==> config.mk <==
export PLATFORM = sky130hd
export DESIGN_NAME = discrete_command_inputs
export DESIGN_NICKNAME = d
export VERILOG_FILES = /design/src/core/discrete_cmd_pkg.sv /design/src/core/discrete_command_inputs.sv
export SDC_FILE = /design/constraint.sdc
export NUM_CORES = 2
export LEC_CHECK = 0
export ABC_AREA = 1
export BUFFER_PORTS_ARGS = -buffer_cell sky130_fd_sc_hd__buf_2
export CORE_MARGIN = 4
export CORE_UTILIZATION = 54
export CTS_CLUSTER_SIZE = 10
export DETAILED_ROUTE_END_ITERATION = 10
export GPL_ROUTABILITY_DRIVEN = 0
export PLACE_DENSITY = 0.72
export RECOVER_POWER = 25
export SETUP_SLACK_MARGIN = 0.1
export SLEW_MARGIN = 0
export SYNTH_ARGS = -nofsm -noshare
export SYNTH_HDL_FRONTEND = slang
export SYNTH_SLANG_ARGS = --single-unit
==> constraint.sdc <==
create_clock -name pclk -period 12.1 [get_ports pclk]
set_input_delay 1.815 -clock pclk [delete_from_list [all_inputs] [get_ports pclk]]
set_output_delay 1.815 -clock pclk [all_outputs]
set_load 0.03 [all_outputs]
==> src/core/discrete_cmd_pkg.sv <==
package discrete_cmd_pkg;
  // clock and time base
  localparam int CLK_MHZ = 100;
  localparam int CLK_PERIOD_NS = 10;
  localparam int DEBOUNCE_US = 1000;
  localparam int DEBOUNCE_CYCLES = DEBOUNCE_US * CLK_MHZ;
  localparam int TICK_US = 1000;
  localparam int TICK_CYCLES = TICK_US * CLK_MHZ;
  localparam int ALARM_PULSE_NS = 40;
  localparam int ALARM_PULSE_CYCLES = (ALARM_PULSE_NS + CLK_PERIOD_NS - 1) / CLK_PERIOD_NS;
  // engine speed at or above rated divided by this issues the auto reset (5 percent)
  localparam int AUTO_RESET_DIVISOR = 20;
  // discrete input positions
  localparam int IN_FUEL_SHIFT = 0;
  localparam int IN_ALARM_RESET = 1;
  localparam int IN_SPEED_OVERRIDE = 2;
  localparam int IN_DYNAMICS2 = 3;
  localparam int IN_RAISE = 4;
  localparam int IN_LOWER = 5;
  localparam int IN_RATED = 6;
  localparam int IN_OPEN_TO_RUN = 7;
  localparam int NUM_INPUTS = 8;
  // register byte offsets
  localparam logic [7:0] OFS_CONTROL = 8'h00;
  localparam logic [7:0] OFS_STATUS = 8'h04;
  localparam logic [7:0] OFS_SHIFT_AMOUNT = 8'h08;
  localparam logic [7:0] OFS_SHIFT_TIME = 8'h0c;
  localparam logic [7:0] OFS_RAMP_RATE = 8'h10;
  localparam logic [7:0] OFS_MAX_SPEED = 8'h14;
  localparam logic [7:0] OFS_MIN_SPEED = 8'h18;
  localparam logic [7:0] OFS_RATED_SPEED = 8'h1c;
  localparam logic [7:0] OFS_IDLE_SPEED = 8'h20;
  localparam logic [7:0] OFS_ACCEL_STEP = 8'h24;
  localparam logic [7:0] OFS_DECEL_STEP = 8'h28;
  localparam logic [7:0] OFS_SPEED_REF = 8'h2c;
  // control fields
  localparam int CTL_SW_RESET = 0;
  localparam int CTL_AUTO_SPEED_RESET = 1;
  localparam int CTL_REMOTE_FAIL_SHUTDOWN = 2;
  // reset values and fuel levels
  localparam logic [15:0] RST_SHIFT_AMOUNT = 16'h0000;
  localparam logic [15:0] RST_SHIFT_TIME = 16'h0000;
  localparam logic [15:0] RST_RAMP_RATE = 16'h0001;
  localparam logic [15:0] RST_MAX_SPEED = 16'hffff;
  localparam logic [15:0] RST_MIN_SPEED = 16'h0000;
  localparam logic [15:0] RST_RATED_SPEED = 16'h0000;
  localparam logic [15:0] RST_IDLE_SPEED = 16'h0000;
  localparam logic [15:0] RST_ACCEL_STEP = 16'h0001;
  localparam logic [15:0] RST_DECEL_STEP = 16'h0001;
  localparam logic [15:0] FUEL_FULL_SCALE = 16'hffff;
  localparam logic [15:0] FUEL_ZERO = 16'h0000;
  typedef enum {REF_IDLE, REF_ACCEL, REF_HOLD} ref_mode_t;
endpackage

==> src/core/discrete_command_inputs.sv <==
`timescale 1ns/10ps
`default_nettype none
// Functional notes
// - contact voltage present means input true
// - status light follows each valid true input
// - shift input adds offset for set duration
// - shift false zeroes offset, clears timer
// - reset clears only alarms currently normal
// - reset is short pulse, rearm on release
// - input and software reset act in parallel
// - auto reset at power up, 5% speed
// - override suppresses speed loss shutdown
// - no override: shutdown when both sensors lost
// - dynamics input selects second dynamic set
// - raise ramps reference up to maximum
// - lower or rated off disables raise
// - lower ramps reference down to minimum
// - rated off disables lower
// - raise and lower together select remote
// - rated true ramps to rated, enables commands
// - rated false ramps to idle, disables commands
// - open-to-run false sets minimum fuel full
// - open-to-run true forces fuel demand zero
// - remote signal low ramps to minimum, or shutdown
module discrete_command_inputs #(
  parameter int DEBOUNCE_CYCLES = discrete_cmd_pkg::DEBOUNCE_CYCLES,
  parameter int TICK_CYCLES = discrete_cmd_pkg::TICK_CYCLES,
  parameter int NUM_ALARMS = 8
) (
  input wire logic pclk,
  input wire logic presetn,
  input wire logic psel,
  input wire logic penable,
  input wire logic pwrite,
  input wire logic [7:0] paddr,
  input wire logic [31:0] pwdata,
  output logic [31:0] prdata,
  output logic pready,
  output logic pslverr,
  input wire logic [7:0] contact_in,
  input wire logic [NUM_ALARMS-1:0] alarm_cond_normal,
  input wire logic speed1_lost,
  input wire logic speed2_lost,
  input wire logic [15:0] engine_speed,
  input wire logic [15:0] remote_ref,
  input wire logic remote_ref_low,
  output logic [7:0] indicator,
  output logic [NUM_ALARMS-1:0] alarm_clear,
  output logic [15:0] fuel_limit_offset,
  output logic speed_loss_shutdown,
  output logic fuel_rise_no_speed,
  output logic dynamics_set2,
  output logic [15:0] speed_ref,
  output logic remote_ref_active,
  output logic remote_fail_shutdown,
  output logic [15:0] min_fuel,
  output logic fuel_force_zero
);
  localparam int DW = $clog2(DEBOUNCE_CYCLES + 1);
  localparam int TW = $clog2(TICK_CYCLES + 1);
  localparam int PW = $clog2(discrete_cmd_pkg::ALARM_PULSE_CYCLES + 1);
  // refuse sizes that the counters and the alarm mask cannot serve
  if (DEBOUNCE_CYCLES < 1 || TICK_CYCLES < 1 || NUM_ALARMS < 1 || NUM_ALARMS > 16) begin : g_check
    $error("unsupported parameter values");
  end
  logic [7:0] sync1;
  logic [7:0] sync2;
  logic [7:0] cond;
  logic [2:0] control;
  logic [15:0] shift_amount;
  logic [15:0] shift_time;
  logic [15:0] ramp_rate;
  logic [15:0] max_speed;
  logic [15:0] min_speed;
  logic [15:0] rated_speed;
  logic [15:0] idle_speed;
  logic [15:0] accel_step;
  logic [15:0] decel_step;
  logic sw_reset;
  logic [TW-1:0] tick_cnt;
  logic tick;

  // two-flop synchroniser; only sync2 is looked at downstream
  always_ff @(posedge pclk or negedge presetn) begin
    if (!presetn) begin
      sync1 <= 8'h00;
      sync2 <= 8'h00;
    end else begin
      sync1 <= contact_in;
      sync2 <= sync1;
    end
  end

  // per input debounce: a level must hold for the whole window to be believed
  for (genvar i = 0; i < discrete_cmd_pkg::NUM_INPUTS; i++) begin : g_deb
    logic [DW-1:0] cnt;
    always_ff @(posedge pclk or negedge presetn) begin
      if (!presetn) begin
        cnt <= '0;
        cond[i] <= 1'b0;
      end else if (sync2[i] == cond[i]) begin
        cnt <= '0;
      end else if (cnt == DW'(DEBOUNCE_CYCLES - 1)) begin
        cnt <= '0;
        cond[i] <= sync2[i];
      end else begin
        cnt <= cnt + 1'b1;
      end
    end
  end

  // indicators only show the debounced state, so contact bounce never flickers them
  always_ff @(posedge pclk or negedge presetn) begin
    if (!presetn) begin
      indicator <= 8'h00;
    end else begin
      indicator <= cond;
    end
  end

  // millisecond time base for ramps and the shift timer
  always_ff @(posedge pclk or negedge presetn) begin
    if (!presetn) begin
      tick_cnt <= '0;
    end else if (tick) begin
      tick_cnt <= '0;
    end else begin
      tick_cnt <= tick_cnt + 1'b1;
    end
  end
  assign tick = (tick_cnt == TW'(TICK_CYCLES - 1));

  // apb slave: zero wait states, read data captured in the setup cycle
  wire setup = psel && !penable;
  wire wr = psel && penable && pwrite;
  logic mapped;
  logic [31:0] rd_mux;
  always_comb begin
    mapped = 1'b1;
    rd_mux = 32'h0000_0000;
    case (paddr)
      discrete_cmd_pkg::OFS_CONTROL: rd_mux = {29'h0, control[2:1], 1'b0};
      discrete_cmd_pkg::OFS_STATUS: rd_mux = {19'h0, fuel_force_zero, remote_fail_shutdown,
        remote_ref_active, speed_loss_shutdown, |fuel_limit_offset, cond};
      discrete_cmd_pkg::OFS_SHIFT_AMOUNT: rd_mux = {16'h0, shift_amount};
      discrete_cmd_pkg::OFS_SHIFT_TIME: rd_mux = {16'h0, shift_time};
      discrete_cmd_pkg::OFS_RAMP_RATE: rd_mux = {16'h0, ramp_rate};
      discrete_cmd_pkg::OFS_MAX_SPEED: rd_mux = {16'h0, max_speed};
      discrete_cmd_pkg::OFS_MIN_SPEED: rd_mux = {16'h0, min_speed};
      discrete_cmd_pkg::OFS_RATED_SPEED: rd_mux = {16'h0, rated_speed};
      discrete_cmd_pkg::OFS_IDLE_SPEED: rd_mux = {16'h0, idle_speed};
      discrete_cmd_pkg::OFS_ACCEL_STEP: rd_mux = {16'h0, accel_step};
      discrete_cmd_pkg::OFS_DECEL_STEP: rd_mux = {16'h0, decel_step};
      discrete_cmd_pkg::OFS_SPEED_REF: rd_mux = {16'h0, speed_ref};
      default: mapped = 1'b0;
    endcase
  end
  assign pready = 1'b1;
  assign pslverr = psel && penable && !mapped;

  always_ff @(posedge pclk or negedge presetn) begin
    if (!presetn) begin
      prdata <= 32'h0000_0000;
    end else if (setup && !pwrite) begin
      prdata <= rd_mux;
    end
  end

  // configuration registers; the software reset bit is write-one pulse, never stored
  always_ff @(posedge pclk or negedge presetn) begin
    if (!presetn) begin
      control <= 3'h0;
      sw_reset <= 1'b0;
      shift_amount <= discrete_cmd_pkg::RST_SHIFT_AMOUNT;
      shift_time <= discrete_cmd_pkg::RST_SHIFT_TIME;
      ramp_rate <= discrete_cmd_pkg::RST_RAMP_RATE;
      max_speed <= discrete_cmd_pkg::RST_MAX_SPEED;
      min_speed <= discrete_cmd_pkg::RST_MIN_SPEED;
      rated_speed <= discrete_cmd_pkg::RST_RATED_SPEED;
      idle_speed <= discrete_cmd_pkg::RST_IDLE_SPEED;
      accel_step <= discrete_cmd_pkg::RST_ACCEL_STEP;
      decel_step <= discrete_cmd_pkg::RST_DECEL_STEP;
    end else begin
      sw_reset <= wr && paddr == discrete_cmd_pkg::OFS_CONTROL &&
        pwdata[discrete_cmd_pkg::CTL_SW_RESET];
      if (wr) begin
        case (paddr)
          discrete_cmd_pkg::OFS_CONTROL: control <= {pwdata[2:1], 1'b0};
          discrete_cmd_pkg::OFS_SHIFT_AMOUNT: shift_amount <= pwdata[15:0];
          discrete_cmd_pkg::OFS_SHIFT_TIME: shift_time <= pwdata[15:0];
          discrete_cmd_pkg::OFS_RAMP_RATE: ramp_rate <= pwdata[15:0];
          discrete_cmd_pkg::OFS_MAX_SPEED: max_speed <= pwdata[15:0];
          discrete_cmd_pkg::OFS_MIN_SPEED: min_speed <= pwdata[15:0];
          discrete_cmd_pkg::OFS_RATED_SPEED: rated_speed <= pwdata[15:0];
          discrete_cmd_pkg::OFS_IDLE_SPEED: idle_speed <= pwdata[15:0];
          discrete_cmd_pkg::OFS_ACCEL_STEP: accel_step <= pwdata[15:0];
          discrete_cmd_pkg::OFS_DECEL_STEP: decel_step <= pwdata[15:0];
          default: ;
        endcase
      end
    end
  end

  // fuel limit shift: offset while input true and timer not yet run out
  logic [15:0] shift_ms;
  always_ff @(posedge pclk or negedge presetn) begin
    if (!presetn) begin
      shift_ms <= 16'h0000;
      fuel_limit_offset <= 16'h0000;
    end else if (!cond[discrete_cmd_pkg::IN_FUEL_SHIFT]) begin
      shift_ms <= 16'h0000;
      fuel_limit_offset <= 16'h0000;
    end else begin
      if (tick && shift_ms < shift_time) begin
        shift_ms <= shift_ms + 16'h0001;
      end
      fuel_limit_offset <= (shift_ms < shift_time) ? shift_amount : 16'h0000;
    end
  end

  // alarm reset sources; edge on the conditioned input only, so one closure = one pulse
  logic reset_prev;
  logic power_up;
  logic speed_prev_hi;
  logic [PW-1:0] pulse_cnt;
  // wide enough that full-scale speed times the divisor cannot wrap and miss the 5% point
  wire [20:0] speed_x20 = 21'(engine_speed) * 21'(discrete_cmd_pkg::AUTO_RESET_DIVISOR);
  wire speed_hi = speed_x20 >= 21'(rated_speed) && rated_speed != 16'h0000;
  wire reset_edge = cond[discrete_cmd_pkg::IN_ALARM_RESET] && !reset_prev;
  wire auto_speed = control[discrete_cmd_pkg::CTL_AUTO_SPEED_RESET] && speed_hi && !speed_prev_hi;
  wire reset_req = reset_edge || sw_reset || power_up || auto_speed;
  wire pulse_on = (pulse_cnt != '0);
  always_ff @(posedge pclk or negedge presetn) begin
    if (!presetn) begin
      reset_prev <= 1'b0;
      power_up <= 1'b1;
      speed_prev_hi <= 1'b0;
    end else begin
      reset_prev <= cond[discrete_cmd_pkg::IN_ALARM_RESET];
      power_up <= 1'b0;
      speed_prev_hi <= speed_hi;
    end
  end
  // fixed-length pulse; a held contact cannot stretch it
  always_ff @(posedge pclk or negedge presetn) begin
    if (!presetn) begin
      pulse_cnt <= '0;
    end else if (reset_req && !pulse_on) begin
      pulse_cnt <= PW'(discrete_cmd_pkg::ALARM_PULSE_CYCLES);
    end else if (pulse_on) begin
      pulse_cnt <= pulse_cnt - 1'b1;
    end
  end
  // alarms whose condition is not normal stay latched through the pulse
  always_ff @(posedge pclk or negedge presetn) begin
    if (!presetn) begin
      alarm_clear <= '0;
    end else begin
      alarm_clear <= pulse_on ? alarm_cond_normal : '0;
    end
  end
  // speed sensing loss and dynamics selection
  always_ff @(posedge pclk or negedge presetn) begin
    if (!presetn) begin
      speed_loss_shutdown <= 1'b0;
      fuel_rise_no_speed <= 1'b0;
      dynamics_set2 <= 1'b0;
    end else begin
      speed_loss_shutdown <= !cond[discrete_cmd_pkg::IN_SPEED_OVERRIDE] &&
        speed1_lost && speed2_lost;
      fuel_rise_no_speed <= cond[discrete_cmd_pkg::IN_SPEED_OVERRIDE];
      dynamics_set2 <= cond[discrete_cmd_pkg::IN_DYNAMICS2];
    end
  end
  // minimum fuel function: open contact lets other loops govern, closed stops fuel
  always_ff @(posedge pclk or negedge presetn) begin
    if (!presetn) begin
      min_fuel <= discrete_cmd_pkg::FUEL_FULL_SCALE;
      fuel_force_zero <= 1'b0;
    end else if (cond[discrete_cmd_pkg::IN_OPEN_TO_RUN]) begin
      min_fuel <= discrete_cmd_pkg::FUEL_ZERO;
      fuel_force_zero <= 1'b1;
    end else begin
      min_fuel <= discrete_cmd_pkg::FUEL_FULL_SCALE;
      fuel_force_zero <= 1'b0;
    end
  end
  // move cur toward target by at most step, never overshooting
  function automatic logic [15:0] step_toward(input logic [15:0] cur, input logic [15:0] target,
                                              input logic [15:0] step);
    logic [16:0] sum;
    sum = 17'(cur) + 17'(step);
    if (cur < target) begin
      step_toward = (sum >= 17'(target)) ? target : sum[15:0];
    end else if (cur - target <= step) begin
      step_toward = target;
    end else begin
      step_toward = cur - step;
    end
  endfunction
  // speed reference; rated acts as permissive for raise, lower and remote
  discrete_cmd_pkg::ref_mode_t ref_mode;
  wire rated = cond[discrete_cmd_pkg::IN_RATED];
  wire raise = cond[discrete_cmd_pkg::IN_RAISE];
  wire lower = cond[discrete_cmd_pkg::IN_LOWER];
  wire remote_sel = rated && raise && lower;
  wire raise_cmd = rated && raise && !lower;
  wire lower_cmd = rated && lower && !raise;
  wire [15:0] remote_tgt = (remote_ref > max_speed) ? max_speed :
    (remote_ref < min_speed) ? min_speed : remote_ref;
  always_ff @(posedge pclk or negedge presetn) begin
    if (!presetn) begin
      ref_mode <= discrete_cmd_pkg::REF_IDLE;
      speed_ref <= discrete_cmd_pkg::RST_IDLE_SPEED;
    end else begin
      case (ref_mode)
        discrete_cmd_pkg::REF_IDLE: begin
          if (rated) begin
            ref_mode <= discrete_cmd_pkg::REF_ACCEL;
          end else if (tick) begin
            speed_ref <= step_toward(speed_ref, idle_speed, decel_step);
          end
        end
        discrete_cmd_pkg::REF_ACCEL: begin
          if (!rated) begin
            ref_mode <= discrete_cmd_pkg::REF_IDLE;
          end else if (raise || lower) begin
            ref_mode <= discrete_cmd_pkg::REF_HOLD;
          end else if (tick) begin
            speed_ref <= step_toward(speed_ref, rated_speed, accel_step);
            if (speed_ref == rated_speed) begin
              ref_mode <= discrete_cmd_pkg::REF_HOLD;
            end
          end
        end
        discrete_cmd_pkg::REF_HOLD: begin
          if (!rated) begin
            ref_mode <= discrete_cmd_pkg::REF_IDLE;
          end else if (tick && remote_sel && remote_ref_low) begin
            speed_ref <= step_toward(speed_ref, min_speed, decel_step);
          end else if (tick && remote_sel) begin
            speed_ref <= step_toward(speed_ref, remote_tgt, ramp_rate);
          end else if (tick && raise_cmd) begin
            speed_ref <= step_toward(speed_ref, max_speed, ramp_rate);
          end else if (tick && lower_cmd) begin
            speed_ref <= step_toward(speed_ref, min_speed, ramp_rate);
          end
        end
        default: ref_mode <= discrete_cmd_pkg::REF_IDLE;
      endcase
    end
  end

  // remote status outputs
  always_ff @(posedge pclk or negedge presetn) begin
    if (!presetn) begin
      remote_ref_active <= 1'b0;
      remote_fail_shutdown <= 1'b0;
    end else begin
      remote_ref_active <= remote_sel;
      remote_fail_shutdown <= remote_sel && remote_ref_low &&
        control[discrete_cmd_pkg::CTL_REMOTE_FAIL_SHUTDOWN];
    end
  end

  // checks
  a_light_follow: assert property (@(posedge pclk) disable iff (!presetn)
    ##1 indicator == $past(cond)) else $error("indicator does not follow input");
  a_shift_zero: assert property (@(posedge pclk) disable iff (!presetn)
    !cond[discrete_cmd_pkg::IN_FUEL_SHIFT] |=> fuel_limit_offset == '0 && shift_ms == '0)
    else $error("shift offset not cleared");
  a_shift_apply: assert property (@(posedge pclk) disable iff (!presetn)
    cond[discrete_cmd_pkg::IN_FUEL_SHIFT] && shift_ms < shift_time
    |=> fuel_limit_offset == $past(shift_amount)) else $error("shift offset not applied");
  a_pulse_len: assert property (@(posedge pclk) disable iff (!presetn)
    $rose(pulse_on) |-> pulse_on[*4] ##1 !pulse_on) else $error("reset pulse length wrong");
  a_clear_gated: assert property (@(posedge pclk) disable iff (!presetn)
    (alarm_clear & ~$past(alarm_cond_normal)) == '0) else $error("abnormal alarm cleared");
  a_edge_reset: assert property (@(posedge pclk) disable iff (!presetn)
    reset_edge && !pulse_on |=> pulse_on ##1 alarm_clear == $past(alarm_cond_normal))
    else $error("reset input ignored");
  a_loss_trip: assert property (@(posedge pclk) disable iff (!presetn)
    speed1_lost && speed2_lost && !cond[discrete_cmd_pkg::IN_SPEED_OVERRIDE]
    |=> speed_loss_shutdown) else $error("no shutdown on speed loss");
  a_override: assert property (@(posedge pclk) disable iff (!presetn)
    cond[discrete_cmd_pkg::IN_SPEED_OVERRIDE] |=> !speed_loss_shutdown && fuel_rise_no_speed)
    else $error("override not honoured");
  a_fuel_zero: assert property (@(posedge pclk) disable iff (!presetn)
    cond[discrete_cmd_pkg::IN_OPEN_TO_RUN] |=> min_fuel == discrete_cmd_pkg::FUEL_ZERO)
    else $error("fuel not forced to zero");
  a_no_raise: assert property (@(posedge pclk) disable iff (!presetn)
    !rated && speed_ref >= idle_speed |=> speed_ref <= $past(speed_ref))
    else $error("reference rose without rated");
endmodule // discrete_command_inputs
`default_nettype wire

-- After elaboration in Yosys (flattened, before gate mapping)
Index checks and enable logic that the tools add are counted.
- order comparisons: 21
- multipliers: 1
- muxes and demuxes: 66
- equal/unequal tests: 43
- bitwise logic cells: 8
- reductions and logical operators: 67
- $add $sub $neg: 22
- operators with widths (cell ; number):
    2-to-1 mux 16 bit ; 35
    2-to-1 mux 17 bit ; 17
    2-to-1 mux 32 bit ; 6
    one-hot mux 16 bit (12 select lines) ; 1
    adder 17 x 1 -> 17 bit, second input constant ; 9
    equality test 17 bit, second input constant ; 9
    subtractor 16 bit ; 8
    less-than comparator 16 bit ; 7
    >= comparator 17 x 16 -> 1 bit ; 6
    <= comparator 16 bit ; 6
    one-hot mux 32 bit (3 select lines) ; 1
    adder 16 x 16 -> 17 bit ; 3
    one-hot mux 16 bit (3 select lines) ; 1
    AND reduction 2 bit ; 18
    equality test 32 x 1 -> 1 bit, second input constant ; 1
    equality test 32 x 2 -> 1 bit, second input constant ; 1
    equality test 8 x 5 -> 1 bit, second input constant ; 4
    equality test 8 x 6 -> 1 bit, second input constant ; 4
    logical NOT 32 bit ; 1
    logical AND 1 bit ; 26
    >= comparator 21 x 16 -> 1 bit ; 1
    multiplier 16 x 3 -> 19 bit, second input constant ; 1
    adder 16 x 1 -> 16 bit, second input constant ; 1
    equality test 16 bit ; 1
    23 further kinds ; 60
- word-level logic and storage cells: 276
- register bits after elaboration: 480
- bits of input ports: 96
- output and inout bits: 104

-- Logic depth before layout (Yosys ltp)
- depth in word-level cells: 11
- gate-level depth with buffers: 44
- gate-level depth less buffers: 43

-- Least setup slack after synthesis
OpenSTA, ideal clock, no wires.
- path type: input to register
- from: in remote_ref[15]
- to: reg speed_ref[7]
- slack: 5.618 ns
- arrival: 6.364 ns
- library setup time: 0.118 ns
- stages on the path: 35
- data required time: 11.982 ns
- buffers on the path: 2
- cells stage by stage: ha_1 -> nand2_2 -> nor4_4 -> nand2_4 -> nand2_4 -> clkbuf_1 -> nand2_1 -> o211ai_1 -> o21ai_0 -> inv_1 -> ha_1 -> inv_1 -> fa_1 -> nand4_1 -> nand2_2 -> nand2_1 -> nand2_2 -> a31oi_1 -> o221ai_1 -> xor2_1 -> ha_1 -> nand4_1 -> nor3_1 -> nand2_1 -> o2111ai_1 -> nand2_1 -> inv_1 -> clkbuf_1 -> o21ai_0 -> a21oi_2 -> nand3_1 -> nand2_1 -> nand2_1 -> nand2_1 -> nand2_1
- longest elaborated chain between the ends: 11
- elaborated cells between the ends (all ways): 15
- those cells by class: add/sub: 1; order compare: 5; mux: 9
- RTL lines (item ; line ; text):
    start: declaration ; discrete_command_inputs.sv:45 ; input wire logic [15:0] remote_ref,
    less-than comparator 16 bit ; discrete_command_inputs.sv:310 ; (remote_ref < min_speed) ? min_speed : remote_ref;
    2-to-1 mux 16 bit ; discrete_command_inputs.sv:310 ;
    2-to-1 mux 16 bit * ; discrete_command_inputs.sv:309 ; wire [15:0] remote_tgt = (remote_ref > max_speed) ? max_speed :
    subtractor 16 bit ; discrete_command_inputs.sv:295 ; end else if (cur - target <= step) begin
    <= comparator 16 bit ; discrete_command_inputs.sv:295 ;
    2-to-1 mux 16 bit ; discrete_command_inputs.sv:295 ;
    2-to-1 mux 16 bit * ; discrete_command_inputs.sv:293 ; if (cur < target) begin
    2-to-1 mux 16 bit * ; discrete_command_inputs.sv:341 ; end else if (tick && remote_sel) begin
    2-to-1 mux 16 bit * ; discrete_command_inputs.sv:339 ; end else if (tick && remote_sel && remote_ref_low) begin
    2-to-1 mux 16 bit * ; discrete_command_inputs.sv:337 ; if (!rated) begin
    one-hot mux 16 bit (3 select lines) * ; discrete_command_inputs.sv:316 ; case (ref_mode)
    end signal: assignment ; discrete_command_inputs.sv:340 ; speed_ref <= step_toward(speed_ref, min_speed, decel_step);
    end signal: assignment ; discrete_command_inputs.sv:342 ; speed_ref <= step_toward(speed_ref, remote_tgt, ramp_rate);
    end signal: assignment ; discrete_command_inputs.sv:344 ; speed_ref <= step_toward(speed_ref, max_speed, ramp_rate);
    end: declaration ; discrete_command_inputs.sv:53 ; output logic [15:0] speed_ref,
Every way passes the cells marked *; elsewhere a longest branch is shown, timed or not. The select of a mux whose other input is x is not followed.
A chain may end at the register's enable or synchronous reset.

-- Worst setup path after layout
- from: in remote_ref[13]
- to: reg speed_ref[10]
The elaborated chain is that of the path after synthesis.

==> run metrics <==
setup violators final=0; DIE HEIGHT=268.7 um; minimum clock period=7.671 ns; top cell type's share of synthesized area=26.86%; clk root buf=clkbuf_16; synthesized flop and latch total=415; FMAX=130.4 MHz; GRT Util Overall=36.78%; Mapped Area=36700 um^2; initial antenna violation count=6; initial core utilization=54.55%; Skew-Pair Late Insertion Delay=0.63 ns; # fillers=6299; Total Wirelength=136700 um; drt pass-1 iters=9; final hold viol count=0; layout cells sized above 1=7.568%; status=finished with violations; first-pass GRT wire length=201000 um; CP required=12.59 ns; Slowest-stage cell, CP=inv_1; CP most frequent cell=nand2_1; Setup Buffers After CTS=0; EDFF count, synth=0; routed vias/inst=6.102; Core Footprint=67280 um^2; Fin Setup TNS=0 ns; pin count of the biggest net entering global routing=164; commonest non-fill, non-tap cell in the layout=nand2_1; Num CTS Buffers=50; total number of vias=37041; CTS tree=yes; DR WL/cell=22.52 um; vias in the first global route=33382; failing checks=capacitance limit, slew limit; worst min-delay path class=flip-flop to flip-flop; post-detail-place hpwl=100500 um; crit end category=flip-flop; Resize count post-CTS=0; Tcrit/Tclk final=63.40%; Post-CTS Hold Buffers=0; clock sinks=415; Max-Cap Viols=1; grt total ovfl=0; CP peak stage delay=0.63 ns; critical setup path kind=input pin to flip-flop; Critical Path Start Type=input pin; Mapped Cells=5034; initial DRC count=4810; Leak=17.59 nW; Worst-Margin Slew=6.112 ns; # H-tree levels=2; R2R Setup Slk=4.77 ns; VDD IR max=0.1020 mV; Final ANT Viol Nets=0; RSZ-0062 raised after global routing=no; most frequent cells in the layout=944 x nand2_1, 698 x inv_1, 465 x ha_1; Area Growth Syn to Fin=8.495%; Final nets=5731; Top FF cell, synth=dfrtp_1; Post-synth ARST share=100.0%; syn avg cell area=7.291 um^2; # DRC=0; register area share after synthesis=28.37%; Top Ports=200; Power Dens Cells=91.46 nW/um^2; Synth area leader=dfrtp_1; Ys Warns=0; synth top area cells=dfrtp_1 27%, ha_1 16%, nand2_1 9.7%; clock-pin transition on the worst setup and hold timing paths=0.06 ns; final core occ=59.19%; Site Rows=95; Crit Path Max Fanout=21; Layout Skew=0.02774 ns; PortBufs=166; die area=72200 um^2; CTS Buffer Depth=3; Final Max Tran Viols=110; CP Data Arrival Time=8.16 ns; die width=268.7 um; total power=3.642 mW; post-synth cell types=69; Max-slew headroom=-307.5%
-- flip-flops by register name (all words and copies together), names as in the netlist, 16 cells and up --
register / cells
prdata: 16
speed_ref: 16
min_speed: 16
tick_cnt: 17
ramp_rate: 16
g_deb.cnt: 136
shift_amount: 16
idle_speed: 16
shift_ms: 16
decel_step: 16
shift_time: 16
rated_speed: 16
fuel_limit_offset: 16
max_speed: 16
accel_step: 16
-- worst max-delay path: cells and delay by family --
family,cells,cell delay (ns)
AO/OA/AOI/OAI,12,2.12
XOR/XNOR,1,0.17
adder cells (fa/ha/maj),3,0.96
buffers and inverters,3,0.97
AND/OR/NAND/NOR,15,2.09
-- final cells by class --
| type | count | area (um^2) | area share, % |
|---|---|---|---|
| clock inverter | 8 | 156.4 | 0.3928 |
| sequential | 415 | 10410 | 26.15 |
| multi-input combinational | 3745 | 22760 | 57.17 |
| clock buffer | 79 | 1400 | 3.516 |
| timing repair buffer | 224 | 1274 | 3.199 |
| antenna | 4 | 10.01 | 0.02514 |
| tap | 873 | 1092 | 2.743 |
| inverter | 722 | 2713 | 6.812 |
-- through the flow --
stage | hold slack (ns) | worst slack, ns | std cells | instance area (um^2)
floorplan | 0.3312 | 5.618 | 5050 | 36760
detailed placement | 0.3347 | 4.072 | 5979 | 38270
finish | 0.3477 | 4.429 | 6070 | 39820
CTS | 0.3477 | 4.670 | 6066 | 39820
global route | 0.3479 | 3.903 | 6067 | 39810
global placement | 0.3320 | 4.118 | 5979 | 38270
-- synth_stat cells (5+ instances only) --
library cell / number
nand2_1: 944
inv_1: 698
ha_1: 465
a21oi_1: 434
o21ai_0: 416
dfrtp_1: 394
nor2_1: 383
nand3_1: 173
xor2_1: 141
nor3_1: 133
clkbuf_1: 85
nand4_1: 77
o211ai_1: 67
nor4_1: 51
o21ai_1: 47
a31oi_1: 39
buf_4: 39
o22ai_1: 39
xnor2_1: 37
buf_2: 33
a211oi_1: 29
a221oi_1: 27
o21bai_1: 23
dfstp_2: 21
o21a_1: 20
nor3b_1: 18
a21o_1: 15
inv_2: 15
mux2_2: 15
nand2_2: 13
fa_1: 12
o31ai_1: 12
o2111ai_1: 11
o221ai_1: 11
a21oi_2: 9
clkinv_1: 8
and3_1: 7
buf_6: 6
nand3_2: 6
nand2_4: 5
nand3b_1: 5
-- logic make-up after synthesis --
logic type      share of synthesized area [%]
simple gates                            21.44
flops                                   28.37
other cells                           0.02046
xor+xnor                                4.248
mux                                    0.4602
fa+ha+maj                               16.51
compound gates                          19.12
buf+inv                                 9.835
-- report_power, final --
part / leakage (nW) / internal (mW) / switching (mW)
combinational: 11.3 / 0.229 / 0.502
clock: 0.737 / 0.837 / 0.632
sequential: 5.54 / 1.42 / 0.0231
total: 17.6 / 2.49 / 1.16
-- final timing paths --
path / from / endpoint / cells after the start
max: remote_ref[13] / speed_ref[10] / 34
min: sync1[4] / sync2[4] / 0
max reg2reg: max_speed[1] / speed_ref[10] / 38
min reg2reg: sync1[4] / sync2[4] / 0
max in group asynchronous: presetn / rated_speed[0] / 1
min in group asynchronous: presetn / g_deb[3].cnt[5] / 1
-- metal layers --
layer	share of wire, %	track usage [%]	vias up
li1	-	-	17217
met4	7.6	21.19	12
met3	15	14.29	631
met2	39	52.19	2365
met1	38	47.84	16816
met5	0.14	0	-
No activity file was read; power rests on OpenSTA's default activity.
